===== src/shared/dspdec_pkg.sv =====
package dspdec_pkg;

    ////////////////////////////////////////////////////////////////
    // Widths
    localparam int WORD_W = 16;
    localparam int SHIFT_W = 5;
    localparam int FLAG_N = 7;

    ////////////////////////////////////////////////////////////////
    // Decoded operations
    typedef enum logic [4:0] {
        OP_NONE = 5'h00,
        OP_POP_TO_ACC = 5'h01,
        OP_PUSH_FROM_ACC = 5'h02,
        OP_STACK_TO_MEMORY = 5'h03,
        OP_MEMORY_TO_STACK = 5'h04,
        OP_CONDITIONAL_RETURN = 5'h05,
        OP_REPEAT_NEXT_IMM = 5'h06,
        OP_REPEAT_NEXT_MEM = 5'h07,
        OP_STORE_UPPER_ACC_SHIFTED = 5'h08,
        OP_STORE_LOWER_ACC_SHIFTED = 5'h09,
        OP_AUX_REG_SUBTRACT_IMM = 5'h0a,
        OP_FLAG_SET_GROUP = 5'h0b,
        OP_SQUARE_ACCUMULATE = 5'h0c,
        OP_SQUARE_SUBTRACT = 5'h0d,
        OP_STORE_LONG_CONSTANT = 5'h0e,
        OP_ACC_SUBTRACT_LONG = 5'h0f,
        OP_ACC_SUBTRACT_SHIFT = 5'h10,
        OP_ACC_SUBTRACT_BORROW = 5'h11,
        OP_ACC_SUBTRACT_UNSIGNED = 5'h12,
        OP_ACC_SUBTRACT_TEMP_SHIFT = 5'h13,
        OP_XOR_LONG_SHIFT = 5'h14,
        OP_XOR_LONG_SHIFT16 = 5'h15,
        OP_CLEAR_LOAD_ROUND = 5'h16,
        OP_STATUS_STORE_ZERO = 5'h17,
        OP_STATUS_STORE_ONE = 5'h18,
        OP_PRODUCT_SHIFT_MODE_SET = 5'h19
    } dspdec_op_e;

    ////////////////////////////////////////////////////////////////
    // Sequencer states
    typedef enum logic [1:0] {
        ST_OPCODE = 2'b01,
        ST_CONST = 2'b10
    } dspdec_state_e;

    ////////////////////////////////////////////////////////////////
    // Word and cycle counts
    localparam logic [1:0] WORDS_ONE = 2'h1;
    localparam logic [1:0] WORDS_TWO = 2'h2;
    localparam logic [2:0] CYC_ONE = 3'h1;
    localparam logic [2:0] CYC_TWO = 3'h2;
    localparam logic [2:0] CYC_RET_TAKEN = 3'h4;
    localparam logic [2:0] CYC_RET_SKIP = 3'h2;

    ////////////////////////////////////////////////////////////////
    // Encodings
    localparam logic [15:0] ENC_POP = 16'hbe32;
    localparam logic [15:0] ENC_PUSH = 16'hbe3c;
    localparam logic [15:0] ENC_XOR16 = 16'hbe83;
    localparam logic [11:0] PFX_FLAG = 12'hbe4;
    localparam logic [11:0] PFX_SUB_LONG = 12'hbfa;
    localparam logic [11:0] PFX_XOR_LONG = 12'hbfd;
    localparam logic [7:0] UB_STACK_TO_MEM = 8'h8a;
    localparam logic [7:0] UB_MEM_TO_STACK = 8'h76;
    localparam logic [7:0] UB_RPT_IMM = 8'hbb;
    localparam logic [7:0] UB_RPT_MEM = 8'h0b;
    localparam logic [7:0] UB_AUX_SUB = 8'h7c;
    localparam logic [7:0] UB_SQR_ACC = 8'h52;
    localparam logic [7:0] UB_SQR_SUB = 8'h53;
    localparam logic [7:0] UB_STORE_LONG = 8'hae;
    localparam logic [7:0] UB_SUB_BORROW = 8'h64;
    localparam logic [7:0] UB_SUB_UNSIGNED = 8'h66;
    localparam logic [7:0] UB_SUB_TEMP = 8'h67;
    localparam logic [7:0] UB_CLR_LOAD_RND = 8'h68;
    localparam logic [7:0] UB_STATUS_ZERO = 8'h8e;
    localparam logic [7:0] UB_STATUS_ONE = 8'h8f;
    localparam logic [7:0] UB_PSHIFT_MODE = 8'hbf;
    localparam logic [5:0] TOP6_COND_RET = 6'h3b;
    localparam logic [3:0] NIB_STORE_ACC = 4'h9;
    localparam logic [3:0] NIB_SUB_SHIFT = 4'h3;
    localparam logic [4:0] SHIFT_XOR16 = 5'h10;

    ////////////////////////////////////////////////////////////////
    // Flag nibbles and flag output bit positions
    localparam logic [3:0] FNIB_CARRY = 4'hf;
    localparam logic [3:0] FNIB_BLOCK_PROG = 4'h5;
    localparam logic [3:0] FNIB_INT_DISABLE = 4'h1;
    localparam logic [3:0] FNIB_OVF_MODE = 4'h3;
    localparam logic [3:0] FNIB_TEST_CTRL = 4'hb;
    localparam logic [3:0] FNIB_EXT_FLAG = 4'hd;
    localparam logic [3:0] FNIB_SIGN_EXT = 4'h7;
    localparam int FBIT_CARRY = 0;
    localparam int FBIT_BLOCK_PROG = 1;
    localparam int FBIT_INT_DISABLE = 2;
    localparam int FBIT_OVF_MODE = 3;
    localparam int FBIT_TEST_CTRL = 4;
    localparam int FBIT_EXT_FLAG = 5;
    localparam int FBIT_SIGN_EXT = 6;

    ////////////////////////////////////////////////////////////////
    // Field positions
    localparam int FLD_ADDR_LSB = 0;
    localparam int FLD_ADDR_MSB = 7;
    localparam int FLD_SHIFT4_LSB = 8;
    localparam int FLD_SHIFT4_MSB = 11;
    localparam int FLD_SHIFT3_MSB = 10;
    localparam int FLD_HALF_BIT = 11;
    localparam int FLD_TP_LSB = 8;
    localparam int FLD_TP_MSB = 9;
    localparam int FLD_LOWNIB_MSB = 3;

endpackage


===== src/shared/dspdec_field_if.sv =====
`timescale 1ns/10ps

interface dspdec_field_if;
    logic [15:0] word;
    logic [7:0] addr;
    logic [7:0] upper_byte;
    logic [11:0] prefix12;
    logic [5:0] top6;
    logic [3:0] top_nib;
    logic [3:0] low_nib;
    logic [3:0] shift4;
    logic [2:0] shift3;
    logic upper_half;
    logic [1:0] tp;

    modport core (
        output word,
        input addr, upper_byte, prefix12, top6, top_nib, low_nib,
        input shift4, shift3, upper_half, tp
    );

    modport split (
        input word,
        output addr, upper_byte, prefix12, top6, top_nib, low_nib,
        output shift4, shift3, upper_half, tp
    );
endinterface


===== src/design/dspdec_fields.sv =====
`timescale 1ns/10ps

module dspdec_fields (
    // Instruction word in, fields out
    dspdec_field_if.split f
);

    ////////////////////////////////////////////////////////////////
    // Field slicing
    assign f.addr = f.word[dspdec_pkg::FLD_ADDR_MSB:dspdec_pkg::FLD_ADDR_LSB];
    assign f.upper_byte = f.word[15:8];
    assign f.prefix12 = f.word[15:4];
    assign f.top6 = f.word[15:10];
    assign f.top_nib = f.word[15:12];
    assign f.low_nib = f.word[dspdec_pkg::FLD_LOWNIB_MSB:0];
    assign f.shift4 = f.word[dspdec_pkg::FLD_SHIFT4_MSB:dspdec_pkg::FLD_SHIFT4_LSB];
    assign f.shift3 = f.word[dspdec_pkg::FLD_SHIFT3_MSB:dspdec_pkg::FLD_SHIFT4_LSB];
    assign f.upper_half = f.word[dspdec_pkg::FLD_HALF_BIT];
    assign f.tp = f.word[dspdec_pkg::FLD_TP_MSB:dspdec_pkg::FLD_TP_LSB];

endmodule


===== src/design/dspdec_top.sv =====
`timescale 1ns/10ps

module dspdec_top (
    // Clock and reset
    input wire logic ref_clk_i,
    input wire logic nrst_i,
    // Fetch side
    input wire logic instr_valid_i,
    input wire logic [15:0] instr_word_i,
    output logic instr_ready_o,
    // Execution side
    input wire logic exec_ready_i,
    input wire logic cond_true_i,
    output logic op_valid_o,
    output dspdec_pkg::dspdec_op_e op_o,
    output logic illegal_o,
    output logic [1:0] words_o,
    output logic [2:0] cycles_o,
    output logic [1:0] pc_inc_o,
    // Operand fields
    output logic [7:0] addr_field_o,
    output logic [7:0] imm8_o,
    output logic [4:0] shift_o,
    output logic upper_half_o,
    output logic [1:0] ret_tp_o,
    output logic [7:0] cond_sel_o,
    output logic [6:0] flag_set_o,
    output logic [15:0] const_o
);

    ////////////////////////////////////////////////////////////////
    // Field extraction
    dspdec_field_if fld ();

    dspdec_fields u_fields (
        .f(fld)
    );

    assign fld.word = instr_word_i;

    ////////////////////////////////////////////////////////////////
    // Sequencer state and handshake
    dspdec_pkg::dspdec_state_e state;
    dspdec_pkg::dspdec_state_e next_state;
    wire take_first;
    wire take_const;

    assign instr_ready_o = exec_ready_i;
    assign take_first = (state == dspdec_pkg::ST_OPCODE) && instr_valid_i && exec_ready_i;
    assign take_const = (state == dspdec_pkg::ST_CONST) && instr_valid_i && exec_ready_i;

    ////////////////////////////////////////////////////////////////
    // Encoding matches
    // full word match for pop, push and xor16; twelve-bit prefix, upper byte, top six bits or top nibble for the rest
    wire is_pop = instr_word_i == dspdec_pkg::ENC_POP;
    wire is_push = instr_word_i == dspdec_pkg::ENC_PUSH;
    wire is_stk_mem = fld.upper_byte == dspdec_pkg::UB_STACK_TO_MEM;
    wire is_mem_stk = fld.upper_byte == dspdec_pkg::UB_MEM_TO_STACK;
    wire is_conditional_return = fld.top6 == dspdec_pkg::TOP6_COND_RET;
    wire is_rpt_imm = fld.upper_byte == dspdec_pkg::UB_RPT_IMM;
    wire is_rpt_mem = fld.upper_byte == dspdec_pkg::UB_RPT_MEM;
    // store nibble, half from bit 11
    wire is_store_acc = fld.top_nib == dspdec_pkg::NIB_STORE_ACC;
    wire is_aux_sub = fld.upper_byte == dspdec_pkg::UB_AUX_SUB;
    wire is_square_accumulate = fld.upper_byte == dspdec_pkg::UB_SQR_ACC;
    wire is_square_subtract = fld.upper_byte == dspdec_pkg::UB_SQR_SUB;
    wire is_store_long_constant = fld.upper_byte == dspdec_pkg::UB_STORE_LONG;
    wire is_sub_long = fld.prefix12 == dspdec_pkg::PFX_SUB_LONG;
    wire is_sub_shift = fld.top_nib == dspdec_pkg::NIB_SUB_SHIFT;
    wire is_sub_borrow = fld.upper_byte == dspdec_pkg::UB_SUB_BORROW;
    wire is_sub_uns = fld.upper_byte == dspdec_pkg::UB_SUB_UNSIGNED;
    wire is_sub_temp = fld.upper_byte == dspdec_pkg::UB_SUB_TEMP;
    wire is_xor_long = fld.prefix12 == dspdec_pkg::PFX_XOR_LONG;
    wire is_xor16 = instr_word_i == dspdec_pkg::ENC_XOR16;
    wire is_clear_load_round = fld.upper_byte == dspdec_pkg::UB_CLR_LOAD_RND;
    wire is_sst0 = fld.upper_byte == dspdec_pkg::UB_STATUS_ZERO;
    wire is_sst1 = fld.upper_byte == dspdec_pkg::UB_STATUS_ONE;
    wire is_spm = (fld.upper_byte == dspdec_pkg::UB_PSHIFT_MODE) && !is_sub_long && !is_xor_long;

    ////////////////////////////////////////////////////////////////
    // Flag set decode
    wire flag_pfx = fld.prefix12 == dspdec_pkg::PFX_FLAG;
    wire [6:0] flag_hot;

    assign flag_hot[dspdec_pkg::FBIT_CARRY] = fld.low_nib == dspdec_pkg::FNIB_CARRY;
    assign flag_hot[dspdec_pkg::FBIT_BLOCK_PROG] = fld.low_nib == dspdec_pkg::FNIB_BLOCK_PROG;
    assign flag_hot[dspdec_pkg::FBIT_INT_DISABLE] = fld.low_nib == dspdec_pkg::FNIB_INT_DISABLE;
    assign flag_hot[dspdec_pkg::FBIT_OVF_MODE] = fld.low_nib == dspdec_pkg::FNIB_OVF_MODE;
    assign flag_hot[dspdec_pkg::FBIT_TEST_CTRL] = fld.low_nib == dspdec_pkg::FNIB_TEST_CTRL;
    assign flag_hot[dspdec_pkg::FBIT_EXT_FLAG] = fld.low_nib == dspdec_pkg::FNIB_EXT_FLAG;
    assign flag_hot[dspdec_pkg::FBIT_SIGN_EXT] = fld.low_nib == dspdec_pkg::FNIB_SIGN_EXT;

    wire is_flag = flag_pfx && (|flag_hot);

    ////////////////////////////////////////////////////////////////
    // Operation select
    dspdec_pkg::dspdec_op_e dec_op;

    assign dec_op =
        is_pop ? dspdec_pkg::OP_POP_TO_ACC :
        is_push ? dspdec_pkg::OP_PUSH_FROM_ACC :
        is_xor16 ? dspdec_pkg::OP_XOR_LONG_SHIFT16 :
        is_flag ? dspdec_pkg::OP_FLAG_SET_GROUP :
        is_sub_long ? dspdec_pkg::OP_ACC_SUBTRACT_LONG :
        is_xor_long ? dspdec_pkg::OP_XOR_LONG_SHIFT :
        is_spm ? dspdec_pkg::OP_PRODUCT_SHIFT_MODE_SET :
        is_stk_mem ? dspdec_pkg::OP_STACK_TO_MEMORY :
        is_mem_stk ? dspdec_pkg::OP_MEMORY_TO_STACK :
        is_conditional_return ? dspdec_pkg::OP_CONDITIONAL_RETURN :
        is_rpt_imm ? dspdec_pkg::OP_REPEAT_NEXT_IMM :
        is_rpt_mem ? dspdec_pkg::OP_REPEAT_NEXT_MEM :
        (is_store_acc && fld.upper_half) ? dspdec_pkg::OP_STORE_UPPER_ACC_SHIFTED :
        is_store_acc ? dspdec_pkg::OP_STORE_LOWER_ACC_SHIFTED :
        is_aux_sub ? dspdec_pkg::OP_AUX_REG_SUBTRACT_IMM :
        is_square_accumulate ? dspdec_pkg::OP_SQUARE_ACCUMULATE :
        is_square_subtract ? dspdec_pkg::OP_SQUARE_SUBTRACT :
        is_store_long_constant ? dspdec_pkg::OP_STORE_LONG_CONSTANT :
        is_sub_shift ? dspdec_pkg::OP_ACC_SUBTRACT_SHIFT :
        is_sub_borrow ? dspdec_pkg::OP_ACC_SUBTRACT_BORROW :
        is_sub_uns ? dspdec_pkg::OP_ACC_SUBTRACT_UNSIGNED :
        is_sub_temp ? dspdec_pkg::OP_ACC_SUBTRACT_TEMP_SHIFT :
        is_clear_load_round ? dspdec_pkg::OP_CLEAR_LOAD_ROUND :
        is_sst0 ? dspdec_pkg::OP_STATUS_STORE_ZERO :
        is_sst1 ? dspdec_pkg::OP_STATUS_STORE_ONE :
        dspdec_pkg::OP_NONE;

    wire dec_illegal = dec_op == dspdec_pkg::OP_NONE;

    ////////////////////////////////////////////////////////////////
    // Word and cycle counts
    // two-word group
    wire two_word = is_store_long_constant || is_sub_long || is_xor_long || is_xor16;
    wire [1:0] dec_words = two_word ? dspdec_pkg::WORDS_TWO : dspdec_pkg::WORDS_ONE;
    wire [2:0] ret_cycles;
    wire [2:0] dec_cycles;

    assign ret_cycles = cond_true_i ? dspdec_pkg::CYC_RET_TAKEN : dspdec_pkg::CYC_RET_SKIP;
    assign dec_cycles = is_conditional_return && !is_flag ? ret_cycles :
                        two_word ? dspdec_pkg::CYC_TWO : dspdec_pkg::CYC_ONE;

    ////////////////////////////////////////////////////////////////
    // Shift amount select
    wire [4:0] dec_shift;

    // low nibble shift for the subtract and xor long prefixes
    assign dec_shift =
        is_xor16 ? dspdec_pkg::SHIFT_XOR16 :
        (is_sub_long || is_xor_long) ? {1'b0, fld.low_nib} :
        is_store_acc ? {2'b00, fld.shift3} :
        is_sub_shift ? {1'b0, fld.shift4} :
        5'h00;

    ////////////////////////////////////////////////////////////////
    // Next state
    // wait for the constant word
    assign next_state = (take_first && two_word) ? dspdec_pkg::ST_CONST :
                        take_const ? dspdec_pkg::ST_OPCODE : state;

    wire next_valid = (take_first && !two_word) || take_const;

    ////////////////////////////////////////////////////////////////
    // Sequencer
    always_ff @(posedge ref_clk_i) begin
        if (!nrst_i) begin
            state <= dspdec_pkg::ST_OPCODE;
            op_valid_o <= 1'b0;
        end else begin
            state <= next_state;
            op_valid_o <= next_valid;
        end
    end

    ////////////////////////////////////////////////////////////////
    // Decoded fields, captured with the first word
    always_ff @(posedge ref_clk_i) begin
        if (!nrst_i) begin
            op_o <= dspdec_pkg::OP_NONE;
            illegal_o <= 1'b0;
            words_o <= dspdec_pkg::WORDS_ONE;
            cycles_o <= dspdec_pkg::CYC_ONE;
            shift_o <= 5'h00;
            upper_half_o <= 1'b0;
            ret_tp_o <= 2'h0;
            flag_set_o <= 7'h00;
        end else if (take_first) begin
            op_o <= dec_op;
            illegal_o <= dec_illegal;
            words_o <= dec_words;
            cycles_o <= dec_cycles;
            shift_o <= dec_shift;
            upper_half_o <= is_store_acc && fld.upper_half;
            ret_tp_o <= fld.tp;
            // flag bits only for the set group
            flag_set_o <= is_flag ? flag_hot : 7'h00;
        end
    end

    ////////////////////////////////////////////////////////////////
    // Address, immediate and condition fields
    always_ff @(posedge ref_clk_i) begin
        if (!nrst_i) begin
            addr_field_o <= 8'h00;
            imm8_o <= 8'h00;
            cond_sel_o <= 8'h00;
        end else if (take_first) begin
            addr_field_o <= fld.addr;
            imm8_o <= fld.addr;
            cond_sel_o <= fld.addr;
        end
    end

    ////////////////////////////////////////////////////////////////
    // Long constant and program counter advance
    always_ff @(posedge ref_clk_i) begin
        if (!nrst_i) begin
            const_o <= 16'h0000;
            pc_inc_o <= 2'h0;
        end else if (take_first) begin
            const_o <= 16'h0000;
            pc_inc_o <= dec_words;
        end else if (take_const) begin
            const_o <= instr_word_i;
        end
    end

endmodule


===== config.mk =====
export PLATFORM = sky130hd
export DESIGN_NAME = dspdec_top
export DESIGN_NICKNAME = d
export VERILOG_FILES = /design/src/shared/dspdec_pkg.sv /design/src/shared/dspdec_field_if.sv /design/src/design/dspdec_fields.sv /design/src/design/dspdec_top.sv
export SDC_FILE = /design/constraint.sdc
export NUM_CORES = 1
export LEC_CHECK = 0
export ABC_AREA = 1
export BUFFER_PORTS_ARGS = -buffer_cell sky130_fd_sc_hd__buf_2
export CORE_ASPECT_RATIO = 1.5
export CORE_MARGIN = 2
export CORE_UTILIZATION = 45
export DETAILED_ROUTE_END_ITERATION = 8
export GPL_TIMING_DRIVEN = 0
export PLACE_DENSITY = 0.73
export SYNTH_ARGS = -nofsm -noshare
export SYNTH_HDL_FRONTEND = slang
export SYNTH_SLANG_ARGS = --single-unit

===== constraint.sdc =====
create_clock -name ref_clk_i -period 1.27 [get_ports ref_clk_i]
set_input_delay 0.0635 -clock ref_clk_i [delete_from_list [all_inputs] [get_ports ref_clk_i]]
set_output_delay 0.0635 -clock ref_clk_i [all_outputs]
set_load 0.005 [all_outputs]

### Word level (Yosys, flattened, before mapping)

Index checks and enable logic that the tools add are counted.

* flip-flop bits (word level): 55
* input bits: 21
* output and inout port bits: 70
* logic and storage cells: 107

* eq/ne operators: 33
* multiplexer cells: 36
* bitwise logic cells: 1
* reductions and logical operators: 24

Operators by type and width (number)
* two-way mux 5 bit: 26
* == test 8 x 7 -> 1 bit, second input constant: 8
* == test 16 bit, second input constant: 3
* == test 8 bit, second input constant: 6
* == test 12 bit, second input constant: 3
* == test 4 bit, second input constant: 4
* two-way mux 4 bit: 3
* logical AND 1 bit: 11
* == test 4 x 2 -> 1 bit, second input constant: 2
* == test 4 x 3 -> 1 bit, second input constant: 2
* == test 8 x 4 -> 1 bit, second input constant: 1
* two-way mux 2 bit: 4
* two-way mux 7 bit: 1
* OR reduction 7 bit: 1
* == test 6 bit, second input constant: 1
* two-way mux 3 bit: 2
* zero test 5 bit: 1
* logical OR 1 bit: 5
* == test 4 x 1 -> 1 bit, second input constant: 1
* zero test 1 bit: 4
* == test 2 x 1 -> 1 bit, second input constant: 1
* == test 2 bit, second input constant: 1
* nonzero test 2 bit: 1
* OR reduction 2 bit: 1
* inverter 1 bit: 1

### Logic depth before layout (Yosys ltp)

* depth after elaboration: 27
* gate-level depth with buffers: 13

### Modules after synthesis

A second synthesis with hierarchy kept.

* cells, all modules: 474
* area total of the unflattened synthesis: 3268.1 sq um

By module, submodules not included
* dspdec_top: instances 1, cells an instance 422, area an instance 2877.8 sq um, sequential area each 1081.0 sq um
* dspdec_fields: instances 1, cells an instance 52, area an instance 390.4 sq um, sequential area each 0.0 sq um

### Worst setup path after synthesis

No wires, ideal clock.

* path kind: register to register
* start: register state[1]
* end: register const_o[12]
* library setup time: 0.070 ns
* arrival time: 1.248 ns
* required time: 1.200 ns
* slack: -0.048 ns
* cell stages (with the launch flop): 6
* buffers on the path: 1
* cells stage by stage: dfxtp_1 > inv_1 > nor3_1 > clkbuf_1 > o21ai_0 > a21oi_1

* cells in the longest elaborated chain, start to end: 4

RTL lines
* from (decl): line dspdec_top.sv:43 `dspdec_pkg::dspdec_state_e state;`
* from (signal assigned): line dspdec_top.sv:165 `state <= dspdec_pkg::ST_OPCODE;`
* from (signal assigned): line dspdec_top.sv:168 `state <= next_state;`
* == test 2 x 1 -> 1 bit: line dspdec_top.sv:49 `assign take_first = (state == dspdec_pkg::ST_OPCODE) && instr_valid_i && exec_ready_i;`
* logical AND 1 bit (2 in series): line dspdec_top.sv:49
* OR reduction 2 bit (no line)
* to (signal assigned): line dspdec_top.sv:222 `const_o <= instr_word_i;`
* to (decl): line dspdec_top.sv:28 `output logic [15:0] const_o`

Several ways; a longest one is shown, not always the timed one.
A chain may end at the register's enable or synchronous reset.

### Worst setup path in the final report

* start: register state[1]
* end: register cycles_o[1]

* cells in the longest elaborated chain, start to end: 3

RTL lines
* == test 2 x 1 -> 1 bit: line dspdec_top.sv:49
* logical AND 1 bit (2 in series): line dspdec_top.sv:49
* to (signal assigned): line dspdec_top.sv:180 `cycles_o <= dspdec_pkg::CYC_ONE;`
* to (signal assigned): line dspdec_top.sv:189 `cycles_o <= dec_cycles;`
* to (decl): line dspdec_top.sv:18 `output logic [2:0] cycles_o,`

Every way passes these cells.

==> flow_summary_export.csv <==
group,metric,value,unit
worst_setup_path,crit_top_cell,"buf_4",
cts,cts_tree,"built",
logic_synthesis,synth_cells,371,
logic_synthesis,synthMuxAreaShare,0,%
cells_and_area,fin_cells,557,
cts,clkSlewWorstSetupHoldPaths,0.10,ns
cells_and_area,fin_nets,507,
floorplanning,die_w,65.9,um
worst_setup_path,worst-path-max-fanout,5,
logic_synthesis,synth_seq_area_share,41.8,%
worst_setup_path,rrSetupSlack,-0.04,ns
worst_setup_path,worst-setup-path-type,"reg -> reg",
logic_synthesis,synth_nets,392,
worst_setup_path,crit_path_top_delay_cell,"dfxtp_2",
run_status,violations,"setup timing",
cts,clockRootBuffer,"clkbuf_8",
logic_synthesis,synthAdderAreaFrac,0,%
detailed_routing,drt_pass1_iterations,5,
detailed_routing,postRouteAntennaNets,0,
cells_and_area,antenna_cells_inserted,0,
run_status,status,"finished with violations",
sta,rsz0062_at_grt,"true",
global_routing,overflow,0,
placement,io_buffer_count,89,
cts,numCtsBuffers,5,
sta,hold_viol,0,
cts,cts_sinks,54,
logic_synthesis,synth.avg_cell_area,6.97,um2
placement,hpwlAfterDp,5710,um
placement,place_congestion,0.901,
worst_hold_path,min_path_type,"in -> reg",
cts,cts-htree-levels,2,
power,ir_drop,0.777,mV
cells_and_area,layout-drive-gt1-share,35.5,%
cells_and_area,final_common_cell,"buf_2",
floorplanning,start_util,47.1,%
power,power_density,968,nW/um2
floorplanning,design.core.area,5490,um2
logic_synthesis,synth_compound_area_share,16.7,%
logic_synthesis,synth_cell_types,31,
global_routing,grt_start_max_net_pins,19,
detailed_routing,wirelength,7570,um
worst_setup_path,cp-start-kind,"flop",
detailed_routing,drc,0,
worst_setup_path,critPathMaxStageDelay,0.35,ns
detailed_routing,routedWlPerCell,13.6,um
worst_setup_path,crit_chain,"inv_4, nand3_4, buf_4, buf_4, buf_4, a21oi_1, nor3_1",
power,leakage,1.85,nW
sta,tightest_slew,0.381,ns
detailed_routing,drtIter0Drc,181,
cells_and_area,most-common-layout-cells,"90 x buf_2, 78 x nand2_1, 52 x dfxtp_1",
cts,insertion_delay,0.31,ns
sta,max_slew_margin,74.4,%
logic_synthesis,syn_area,2580,um2
cts,cts_buffer_depth,2,
sta,fin_crit,1.31,ns
floorplanning,io_pins,91,
sta,clock_skew,0.00723,ns
floorplanning,design.die.area,6380,um2
logic_synthesis,synth_xor_area_share,0,%
logic_synthesis,synth_top_family_by_area,"simple AND/OR/NAND/NOR gates",
worst_setup_path,arrival,1.51,ns
job,drv_cap,0,
cells_and_area,fill_cells,504,
sta,period_share,103,%
global_routing,grt_pass1_wl,12400,um
sta,worst_slack,-0.0412,ns
logic_synthesis,yosysWarnings,0,
floorplanning,dieHeight,96.8,um
sta,setup_viol,3,
global_routing,grt_pass1_vias,2712,
detailed_routing,vias,2842,
global_routing,grt_use_total,24.3,%
floorplanning,rows,33,
logic_synthesis,synth_simple_gate_area_share,28.9,%
placement,dp_cells,530,
cells_and_area,areaGrowthSynthToFinish,36.8,%
placement,placed_cell_area,3120,um2
worst_setup_path,crit_required,1.47,ns
logic_synthesis,ys_ff_latch,54,
detailed_routing,routed_via_density,5.10,
cells_and_area,stdcell_area,3540,um2
sta,maxSlewViolCount,0,
worst_setup_path,cp-end-kind,"flop",
global_routing,antenna_found_initial,0,
sta,fmax,763,MHz
[per-layer routing]
metal  share of wire, %  vias to the layer above  global-route usage, %  routed length [um]
met4                2.2                        0                   7.69                 168
met5                  0                        -                      0                   0
met1                 40                     1275                   29.1                3050
met2                 52                      109                   43.9                3920
met3                5.8                       16                   2.56                 438
li1                   -                     1442                      -                   -
[cell type report]
type	instances	area (um2)	area share [%]
Sequential cell	54	1090	30.7
Clock inverter	3	48.8	1.38
Tap cell	70	87.6	2.48
Timing Repair Buffer	108	591	16.7
Clock buffer	5	68.8	1.95
Inverter	41	165	4.67
Multi-Input combinational cell	249	1270	35.8
Buffer	27	221	6.26
[final timing paths]
check	depth (start not counted)	startpoint	end
worst max-delay path	7	state[1]	cycles_o[1]
worst max register to register	7	state[1]	cycles_o[1]
worst min-delay path	2	nrst_i	words_o[0]
worst min register to register	2	flag_set_o[1]	flag_set_o[1]
[cells in the mapped netlist (all sizes together)]
cell type | number | area [um2]
nor3b | 1 | 7.51
nor3 | 6 | 35.0
inv | 39 | 146
nand2 | 81 | 317
o31ai | 2 | 15.0
nand3 | 23 | 120
nand4 | 8 | 50.1
a21oi | 26 | 130
a41oi | 1 | 8.76
clkbuf | 8 | 30.0
o21ai | 43 | 219
nor2 | 49 | 206
a32o | 2 | 20.0
nor4 | 2 | 12.5
a22o | 1 | 8.76
a22oi | 3 | 22.5
buf | 19 | 140
dfxtp | 54 | 1080
a31oi | 1 | 6.26
clkinv | 2 | 8.75
[timing repair]
item / in CTS / in global routing
endpoints found under the setup margin: 47 / 44
gates resized for setup: 33 / 36
setup buffers: 7 / 11
pin swaps: 3 / 2
hold buffers: 1 / 0
hold endpoints to repair: 2 / 0
[cells by family after synthesis]
group / count (synthesis)
flip-flops: 54
AND/OR/NAND/NOR: 170
AO/OA/AOI/OAI: 79
buffers and inverters: 68
[critical path: cells and delay by family, from the launching register on]
kind	cells	cell delay (ns)
buffers and inverters	4	0.52
DFF	1	0.35
and+or+nand+nor	2	0.20
AOI/OAI and AO/OA	1	0.13
[power breakdown]
part	switching, W	total, W	internal (W)
registers	0.0000228	0.00175	0.00173
logic	0.000271	0.000473	0.000202
clock network	0.000596	0.00120	0.000601
total	0.000890	0.00342	0.00253
[flip-flops by register name, indices dropped and copies added (netlist names)]
name and flops:
state 2, shift_o 5, cond_sel_o 8, pc_inc_o 1, illegal_o 1, upper_half_o 1, cycles_o 3, flag_set_o 7
const_o 16, words_o 2, op_o 5, op_valid_o 1, ret_tp_o 2
[through the flow]
| step | TNS [ns] | hold slack [ns] | util [%] | setup slack (ns) | total power (W) |
|---|---|---|---|---|---|
| 2_1_floorplan | -0.552 | 0.208 | - | -0.0335 | 0.00201 |
| 5_1_grt | -0.791 | 0.0256 | 64.4 | -0.171 | 0.00356 |
| 3_5_place_dp | -16.42 | 0.327 | 56.9 | -0.459 | 0.00219 |
| 6_report | -0.0924 | 0.0178 | 64.4 | -0.0412 | 0.00342 |
| 3_3_place_gp | -15.83 | 0.325 | 56.9 | -0.427 | 0.00218 |
| 4_1_cts | -0.0205 | 0.0124 | 62.0 | -0.0187 | 0.00341 |
Note: power is estimated with default switching activity, not from simulation.
